===== src/logic/wdw_pkg.sv =====
/*
  constants, types and helpers shared by the windowed watchdog.
  assumes a 50 mhz core_clk and a configuration word held steady by the
  non-volatile fuse logic outside.

// Overview of operation
// - counting runs on the slow rc oscillator; enabling the watchdog enables it
// - prescaler divides the oscillator by 32 or 128 per prescale_select_bit
// - prescaler alone gives 1 ms in 32-mode, 4 ms in 128-mode
// - postscaler divides further by one of 16 ratios, 1:1 to 1:32768
// - counters clear on reset, clock switch, power-save entry and exit, kick
// - an enabled watchdog keeps counting in sleep and idle
// - timeout in sleep or idle wakes the device instead of resetting it
// - timeout_flag is sticky; only software clears it
// - hard_enable_cfg_bit set keeps the watchdog always running
// - with hard_enable_cfg_bit clear, soft_enable_bit alone enables it
// - every device reset clears soft_enable_bit
// - in window mode a kick before the window causes a watchdog reset
// - prescale_select_bit 1 means divide by 128, 0 divide by 32
// - window_disable_bit 1 is non-window mode, 0 window mode
// - with hard enable set, clearing soft_enable_bit does nothing
*/
package wdw_pkg;

  localparam int CLK_FREQ_HZ = 50000000;
  localparam int RC_FREQ_HZ = 32000;
  // core cycles per slow oscillator period, rounded down
  localparam int RC_DIV_CYC = CLK_FREQ_HZ / RC_FREQ_HZ;
  localparam int PRE_SHORT_US = 1000;
  localparam int PRE_LONG_US = 4000;
  localparam int PRE_SHORT_DIV = PRE_SHORT_US * RC_FREQ_HZ / 1000000;
  localparam int PRE_LONG_DIV = PRE_LONG_US * RC_FREQ_HZ / 1000000;
  // one bit above the longest period, 128 << 15 ticks
  localparam int CNT_W = 23;

  localparam logic [4:0] ADR_RSTCTL = 5'h00;
  localparam logic [4:0] ADR_KICK = 5'h04;
  localparam logic [4:0] ADR_PSAVE = 5'h08;
  localparam logic [4:0] ADR_STATUS = 5'h0c;
  localparam logic [4:0] ADR_MASK = 5'h10;
  localparam logic [4:0] ADR_CFG = 5'h14;
  localparam logic [4:0] ADR_COUNT = 5'h18;

  localparam int BIT_IDLE = 2;
  localparam int BIT_SLEEP = 3;
  localparam int BIT_FLAG = 4;
  localparam int BIT_SOFT_EN = 5;
  localparam int EV_TIMEOUT = 0;
  localparam int EV_WAKE = 1;
  localparam int EV_EARLY = 2;
  localparam int EV_N = 3;
  localparam logic [EV_N-1:0] MASK_RST = 3'h0;

  typedef struct packed {
    logic hard_enable_cfg_bit;
    logic window_disable_bit;
    logic unused_bit;
    logic prescale_select_bit;
    logic [3:0] postscale_select_field;
  } wdw_cfg_t;

  typedef struct packed {
    logic soft_enable_bit;
    logic timeout_flag;
    logic sleep_bit;
    logic idle_bit;
  } wdw_rstctl_t;

  typedef enum logic [1:0] {WDW_RUN, WDW_SLEEP, WDW_IDLE} wdw_mode_t;

  // full period in oscillator ticks
  function automatic logic [CNT_W-1:0] wdw_term(input logic pre_sel, input logic [3:0] post);
    logic [CNT_W-1:0] base;
    base = pre_sel ? CNT_W'(PRE_LONG_DIV) : CNT_W'(PRE_SHORT_DIV);
    return base << post;
  endfunction

endpackage


===== src/logic/wdw_top.sv =====
/*
  windowed watchdog with avalon-mm register slave and interrupt.
  assumes cfg_word is static after reset, clk_switch_done and wake_in are
  one-cycle pulses from the clock and interrupt logic, and device_reset_req
  is fed back into the system reset tree.
*/
`timescale 1ns/1ps
module wdw_top #(
  parameter int RC_DIV = wdw_pkg::RC_DIV_CYC
) (
  input wire logic core_clk,
  input wire logic nrst,
  input wire logic [4:0] avs_address,
  input wire logic avs_read,
  input wire logic avs_write,
  input wire logic [31:0] avs_writedata,
  input wire logic [3:0] avs_byteenable,
  output logic [31:0] avs_readdata,
  output logic avs_waitrequest,
  input wire wdw_pkg::wdw_cfg_t cfg_word,
  input wire logic clk_switch_done,
  input wire logic wake_in,
  output logic osc_en,
  output logic device_reset_req,
  output logic wake_out,
  output logic irq
);
  import wdw_pkg::*;

  // bus slave: one wait cycle, then answer
  logic ack_r, ack_nxt;
  logic [31:0] rdata_r, rdata_nxt;
  logic wr_go, rd_go, be0;

  // watchdog state
  wdw_mode_t mode_r, mode_nxt;
  wdw_rstctl_t rc_r, rc_nxt;
  logic [EV_N-1:0] sts_r, sts_nxt, mask_r, mask_nxt;
  logic [15:0] div_r, div_nxt;
  logic tick_r, tick_nxt;
  logic rst_r, rst_nxt, wake_r, wake_nxt;

  logic run, kick, ps_enter, ps_exit, early, scl_clr, timeout, in_window;
  logic [CNT_W-1:0] elapsed;
  logic [EV_N-1:0] ev;

  assign avs_waitrequest = (avs_read | avs_write) & ~ack_r;
  assign wr_go = avs_write & ack_r;
  assign rd_go = avs_read & ~ack_r;
  assign be0 = avs_byteenable[0];
  assign avs_readdata = rdata_r;

  assign run = cfg_word.hard_enable_cfg_bit | rc_r.soft_enable_bit;
  assign osc_en = run;
  assign kick = wr_go & be0 & (avs_address == ADR_KICK) & avs_writedata[0];
  assign ps_enter = wr_go & be0 & (avs_address == ADR_PSAVE) & (avs_writedata[1:0] != 2'h0)
                    & (mode_r == WDW_RUN);
  assign ps_exit = (mode_r != WDW_RUN) & (wake_in | (timeout & run));
  // kick ahead of the final quarter only matters while running in window mode
  assign early = kick & run & ~cfg_word.window_disable_bit & ~in_window;
  // mode is left out on purpose so the count carries on in sleep and idle
  assign scl_clr = kick | ps_enter | ps_exit | clk_switch_done | rst_r | ~run;

  wdw_scaler wdw_scaler_inst (
    .core_clk(core_clk),
    .nrst(nrst),
    .tick(tick_r),
    .clr(scl_clr),
    .pre_sel(cfg_word.prescale_select_bit),
    .post_sel(cfg_word.postscale_select_field),
    .timeout(timeout),
    .in_window(in_window),
    .elapsed(elapsed)
  );

  // slow oscillator model: ticks only while enabled
  always_comb begin
    div_nxt = div_r;
    tick_nxt = 1'b0;
    if (!run) begin
      div_nxt = '0;
    end else if (div_r >= 16'(RC_DIV - 1)) begin
      div_nxt = '0;
      tick_nxt = 1'b1;
    end else begin
      div_nxt = div_r + 16'h1;
    end
  end

  always_ff @(posedge core_clk or negedge nrst) begin
    if (!nrst) begin
      div_r <= '0;
      tick_r <= 1'b0;
    end else begin
      div_r <= div_nxt;
      tick_r <= tick_nxt;
    end
  end

  assign ev[EV_TIMEOUT] = timeout & run;
  assign ev[EV_WAKE] = ps_exit;
  assign ev[EV_EARLY] = early;

  always_comb begin
    mode_nxt = mode_r;
    rc_nxt = rc_r;
    sts_nxt = sts_r;
    mask_nxt = mask_r;
    rst_nxt = 1'b0;
    wake_nxt = 1'b0;
    if (wr_go && be0) begin
      case (avs_address)
        ADR_RSTCTL: begin
          rc_nxt.soft_enable_bit = avs_writedata[BIT_SOFT_EN];
          // status bits clear by writing one
          if (avs_writedata[BIT_FLAG]) rc_nxt.timeout_flag = 1'b0;
          if (avs_writedata[BIT_SLEEP]) rc_nxt.sleep_bit = 1'b0;
          if (avs_writedata[BIT_IDLE]) rc_nxt.idle_bit = 1'b0;
        end
        ADR_STATUS: sts_nxt = sts_r & ~avs_writedata[EV_N-1:0];
        ADR_MASK: mask_nxt = avs_writedata[EV_N-1:0];
        default: ;
      endcase
    end
    if (ps_enter) begin
      mode_nxt = avs_writedata[0] ? WDW_SLEEP : WDW_IDLE;
      if (avs_writedata[0]) rc_nxt.sleep_bit = 1'b1;
      else rc_nxt.idle_bit = 1'b1;
    end
    if (ps_exit) begin
      mode_nxt = WDW_RUN;
      wake_nxt = 1'b1;
    end else if ((timeout && run && mode_r == WDW_RUN) || early) begin
      rst_nxt = 1'b1;
    end
    // sets win over a same-cycle software clear
    if (timeout && run) rc_nxt.timeout_flag = 1'b1;
    if (early) rc_nxt.timeout_flag = 1'b1;
    sts_nxt = sts_nxt | ev;
    if (rst_r) begin
      rc_nxt.soft_enable_bit = 1'b0;
      mode_nxt = WDW_RUN;
    end
  end

  always_ff @(posedge core_clk or negedge nrst) begin
    if (!nrst) begin
      mode_r <= WDW_RUN;
      rc_r <= '0;
      sts_r <= '0;
      mask_r <= MASK_RST;
      rst_r <= 1'b0;
      wake_r <= 1'b0;
    end else begin
      mode_r <= mode_nxt;
      rc_r <= rc_nxt;
      sts_r <= sts_nxt;
      mask_r <= mask_nxt;
      rst_r <= rst_nxt;
      wake_r <= wake_nxt;
    end
  end

  assign device_reset_req = rst_r;
  assign wake_out = wake_r;
  assign irq = |(sts_r & mask_r);

  always_comb begin
    ack_nxt = (avs_read | avs_write) & ~ack_r;
    rdata_nxt = rdata_r;
    if (rd_go) begin
      rdata_nxt = '0;
      case (avs_address)
        ADR_RSTCTL: rdata_nxt[BIT_SOFT_EN:BIT_IDLE] = rc_r;
        ADR_STATUS: rdata_nxt[EV_N-1:0] = sts_r;
        ADR_MASK: rdata_nxt[EV_N-1:0] = mask_r;
        ADR_CFG: rdata_nxt[7:0] = cfg_word;
        ADR_COUNT: rdata_nxt[CNT_W-1:0] = elapsed;
        default: rdata_nxt = '0;
      endcase
    end
  end

  always_ff @(posedge core_clk or negedge nrst) begin
    if (!nrst) begin
      ack_r <= 1'b0;
      rdata_r <= '0;
    end else begin
      ack_r <= ack_nxt;
      rdata_r <= rdata_nxt;
    end
  end
endmodule


===== src/logic/wdw_scaler.sv =====
/*
  combined prescaler and postscaler of the watchdog as one tick counter.
  assumes tick is a one-cycle pulse per slow oscillator period.
*/
`timescale 1ns/1ps
module wdw_scaler (
  input wire logic core_clk,
  input wire logic nrst,
  input wire logic tick,
  input wire logic clr,
  input wire logic pre_sel,
  input wire logic [3:0] post_sel,
  output logic timeout,
  output logic in_window,
  output logic [wdw_pkg::CNT_W-1:0] elapsed
);
  import wdw_pkg::*;

  logic [CNT_W-1:0] cnt_r, cnt_nxt, term;
  logic to_r, to_nxt;

  always_comb begin
    term = wdw_term(pre_sel, post_sel);
    cnt_nxt = cnt_r;
    to_nxt = 1'b0;
    if (clr) begin
      cnt_nxt = '0;
    end else if (tick) begin
      if (cnt_r + CNT_W'(1) >= term) begin
        cnt_nxt = '0;
        to_nxt = 1'b1;
      end else begin
        cnt_nxt = cnt_r + CNT_W'(1);
      end
    end
  end

  always_ff @(posedge core_clk or negedge nrst) begin
    if (!nrst) begin
      cnt_r <= '0;
      to_r <= 1'b0;
    end else begin
      cnt_r <= cnt_nxt;
      to_r <= to_nxt;
    end
  end

  // final quarter of the period
  assign in_window = cnt_r >= (term - (term >> 2));
  assign timeout = to_r;
  assign elapsed = cnt_r;
endmodule


===== config.mk =====
export PLATFORM = sky130hd
export DESIGN_NAME = wdw_top
export DESIGN_NICKNAME = d
export VERILOG_FILES = /design/src/logic/wdw_pkg.sv /design/src/logic/wdw_top.sv /design/src/logic/wdw_scaler.sv
export SDC_FILE = /design/constraint.sdc
export NUM_CORES = 1
export LEC_CHECK = 0
export ABC_AREA = 1
export BUFFER_PORTS_ARGS = -buffer_cell sky130_fd_sc_hd__buf_2
export CAP_MARGIN = 10
export CORE_MARGIN = 2
export CORE_UTILIZATION = 53
export DETAILED_ROUTE_END_ITERATION = 8
export PLACE_DENSITY = 0.77
export SYNTH_ARGS = -nofsm -noshare
export SYNTH_HDL_FRONTEND = slang
export SYNTH_SLANG_ARGS = --single-unit

===== constraint.sdc =====
create_clock -name core_clk -period 2.89 [get_ports core_clk]
set_clock_uncertainty 0.2 [all_clocks]
set_input_delay 0.1445 -clock core_clk [delete_from_list [all_inputs] [get_ports core_clk]]
set_output_delay 0.1445 -clock core_clk [all_outputs]
set_load 0.05 [all_outputs]

==> results.ini <==
[run_status]
status = finished with violations
violations = negative setup slack

[critical_path]
start_kind = flip-flop
r2r-start = wdw_scaler_inst.elapsed[1]
crit_path_max_fanout = 6
path_class = reg2reg
critPathRequiredTime_ns = 2.98
arrival_ns = 3.34
critPathCaptureType = flip-flop
crit_start = wdw_scaler_inst.elapsed[1]

[synthesis]
synth_top_family_by_area = simple AND/OR/NAND/NOR gates
syn_area_um2 = 6430
synthTopCellsByArea = dfrtp_1 (31%), nand2_1 (18%), ha_1 (12%), inv_1 (7.1%), nor2_1 (6.2%)
ys_ff_latch = 79
post_synth_mux_area_share = 0.00526
netlist_instances = 939
seq_area_frac_synth = 0.308
synth_simple_gate_area_frac = 0.352
yosysTopAreaCellShare = 0.308
syn_area_per_cell_um2 = 6.84
yosysTopAreaCell = dfrtp_1
netlist_top_cells_count = nand2_1 (308), inv_1 (121), nor2_1 (106)
yosysWarnings = 0
synth_edf_count = 0
yosysUniqueCellTypes = 40
synthFlopType = dfrtp_1
synth-compound-area-share = 0.0785
yosysMostFrequentCell = nand2_1
synth_adder_area_share = 0.117
synth_xor_area_frac = 0.0395
ys_async_sr_fraction = 1.00

[global_routing]
grt_use_total = 0.311
grt_pass1_wl_um = 32100
grt_pass1_vias = 6854
grt_overflow = 0
antenna_found_initial = 0
grt_max_degree = 80

[timing]
period_share = 1.13
whs_ns = 0.0816
final-setup-viol-count = 27
hold_viol = 0
finalSetupTns_ns = -7.96
grt_setup_unrepaired = true
worst_slack_ns = -0.363
max_slew_margin = 0.349
period_minus_slack_ns = 3.25
finalMaxSlewViolations = 0
max_freq_mhz = 307
tightest_slew_ns = 0.976

[routing]
viasPerCell = 5.72
drt_first_pass_iters = 6
drc = 0
wirelength_um = 22700
antenna_left = 0
num_vias = 7444
drtIter0Drc = 838
drt-wirelength-per-cell_um = 17.5

[placement]
place_area_um2 = 7750
gp_congestion = 0.938
dp_hpwl_um = 14100
dp_cells = 1245
io_buffer_count = 53
dp_slack_ns = -0.572

[pwr]
leakage_nw = 4.81
max-vdd-ir-drop_mv = 0.292
p_total_mw = 3.67
powerDensity_nw_per_um2 = 395

[layout]
syn2layout_area_growth_pct = 44.6
fin_cells = 1302
nets = 1265
fillers = 742
drive_gt1_frac = 0.342
antennaDiodeCount = 0
design_area_um2 = 9290
finish.utilization = 0.780

[cts]
htreeDepth = 3
cts_buffer_depth = 2
cts_buffers = 9
cts_root_buf = clkbuf_16
cts_sinks = 79
path_clk_slew_ns = 0.07
cts_tree = built
clock_latency_ns = 0.35

[floorplan]
rows = 40
ios = 92
core_area_um2 = 11900
die_w_um = 114
initial_core_util = 0.540
die_area_um2 = 13000
die-height_um = 114

[hold_path]
worstHoldStart = clk_switch_done
hp-class = in2reg

[run]
cap_violations = 0

worst paths after layout:
kind | slack, ns | end | depth (start not counted)
setup reg to reg | -0.36 | wdw_scaler_inst.elapsed[22] | 21
hold / removal | 0.08 | wdw_scaler_inst.timeout | 6
setup / recovery | -0.36 | wdw_scaler_inst.elapsed[22] | 21
max in group asynchronous | 1.51 | wdw_scaler_inst.elapsed[9] | 2
min in group asynchronous | 0.31 | div_r[4] | 2
hold reg to reg | 0.28 | avs_readdata[10] | 2
per-layer routing:
metal  part of all wire  routed length [um]  GRT usage
met4              0.074                1680      0.151
met1               0.38                8640      0.393
met3              0.079                1800     0.0376
met5                  0                   0          0
met2               0.47               10600      0.528
worst max-delay path: stages (launching register included):
cell     delay, ns
dfrtp_1       0.38
ha_2          0.23
nand3_4       0.09
nor2_4        0.16
buf_6         0.10
nand4_1       0.10
nor2_1        0.19
xor2_1        0.28
ha_1          0.31
nand2_1       0.11
inv_1         0.06
nand2_1       0.06
nand2_1       0.06
nand2_2       0.08
nand2_2       0.08
nand2_4       0.10
nand3_4       0.08
nor2_4        0.15
buf_12        0.14
buf_16        0.12
nand2_1       0.05
nand2_1       0.06
kinds of logic (layout without fill, tap and decap cells):
| group | after synthesis | after routing |
|---|---|---|
| DFF | 79 | 79 |
| and+or+nand+nor | 529 | 530 |
| xor gates and xnor gates | 29 | 29 |
| buffers and inverters | 150 | 352 |
| muxes | 3 | 3 |
| adders and majority gates | 60 | 60 |
| AOI/OAI and AO/OA | 88 | 88 |
| other | 1 | 14 |
registers in the layout (all words and copies together) (netlist names):
signal                   cells
div_r                       16
wake_out                     1
mode_r                       2
rc_r                         4
sts_r                        3
wdw_scaler_inst.timeout      1
mask_r                       3
wdw_scaler_inst.elapsed     23
ack_r                        1
tick_r                       1
device_reset_req             1
avs_readdata                23
layout make-up:
cell class | count | area, um^2 | area share
clock inverter | 7 | 109 | 0.0117
multi-input combinational | 724 | 4670 | 0.502
inverter | 125 | 488 | 0.0525
sequential | 79 | 1980 | 0.213
clock buffer | 9 | 225 | 0.0242
tap | 147 | 184 | 0.0198
timing repair buffer | 211 | 1640 | 0.177
repair_timing:
| action | in CTS | in global routing |
|---|---|---|
| pin swaps | 39 | 76 |
| endpoints found under the setup margin | 26 | 27 |
| hold endpoints to repair | 93 | 0 |
| gates cloned | 3 | 0 |
| hold buffers | 13 | 0 |
| setup buffers | 13 | 13 |
| gates resized for setup | 81 | 129 |
cell usage in the layout (no fill, tap or decap), types with 19 or more instances in the layout:
master and n:
nand2_2 42, buf_4 134, inv_1 106, a21oi_1 22, nand4_1 19, nand3_1 41
nand2_1 265, ha_4 20, dfrtp_1 77, ha_1 38, xor2_1 21, nor2_4 20
nor2_2 26, buf_2 47, nor2_1 67
power by group:
group          internal [mW]  switching (mW)  total [mW]
clock                  0.777           0.515        1.29
sequential              1.15          0.0420        1.20
combinational          0.474           0.710        1.18
total                   2.40            1.27        3.67
No activity file was read; power rests on OpenSTA's default activity.
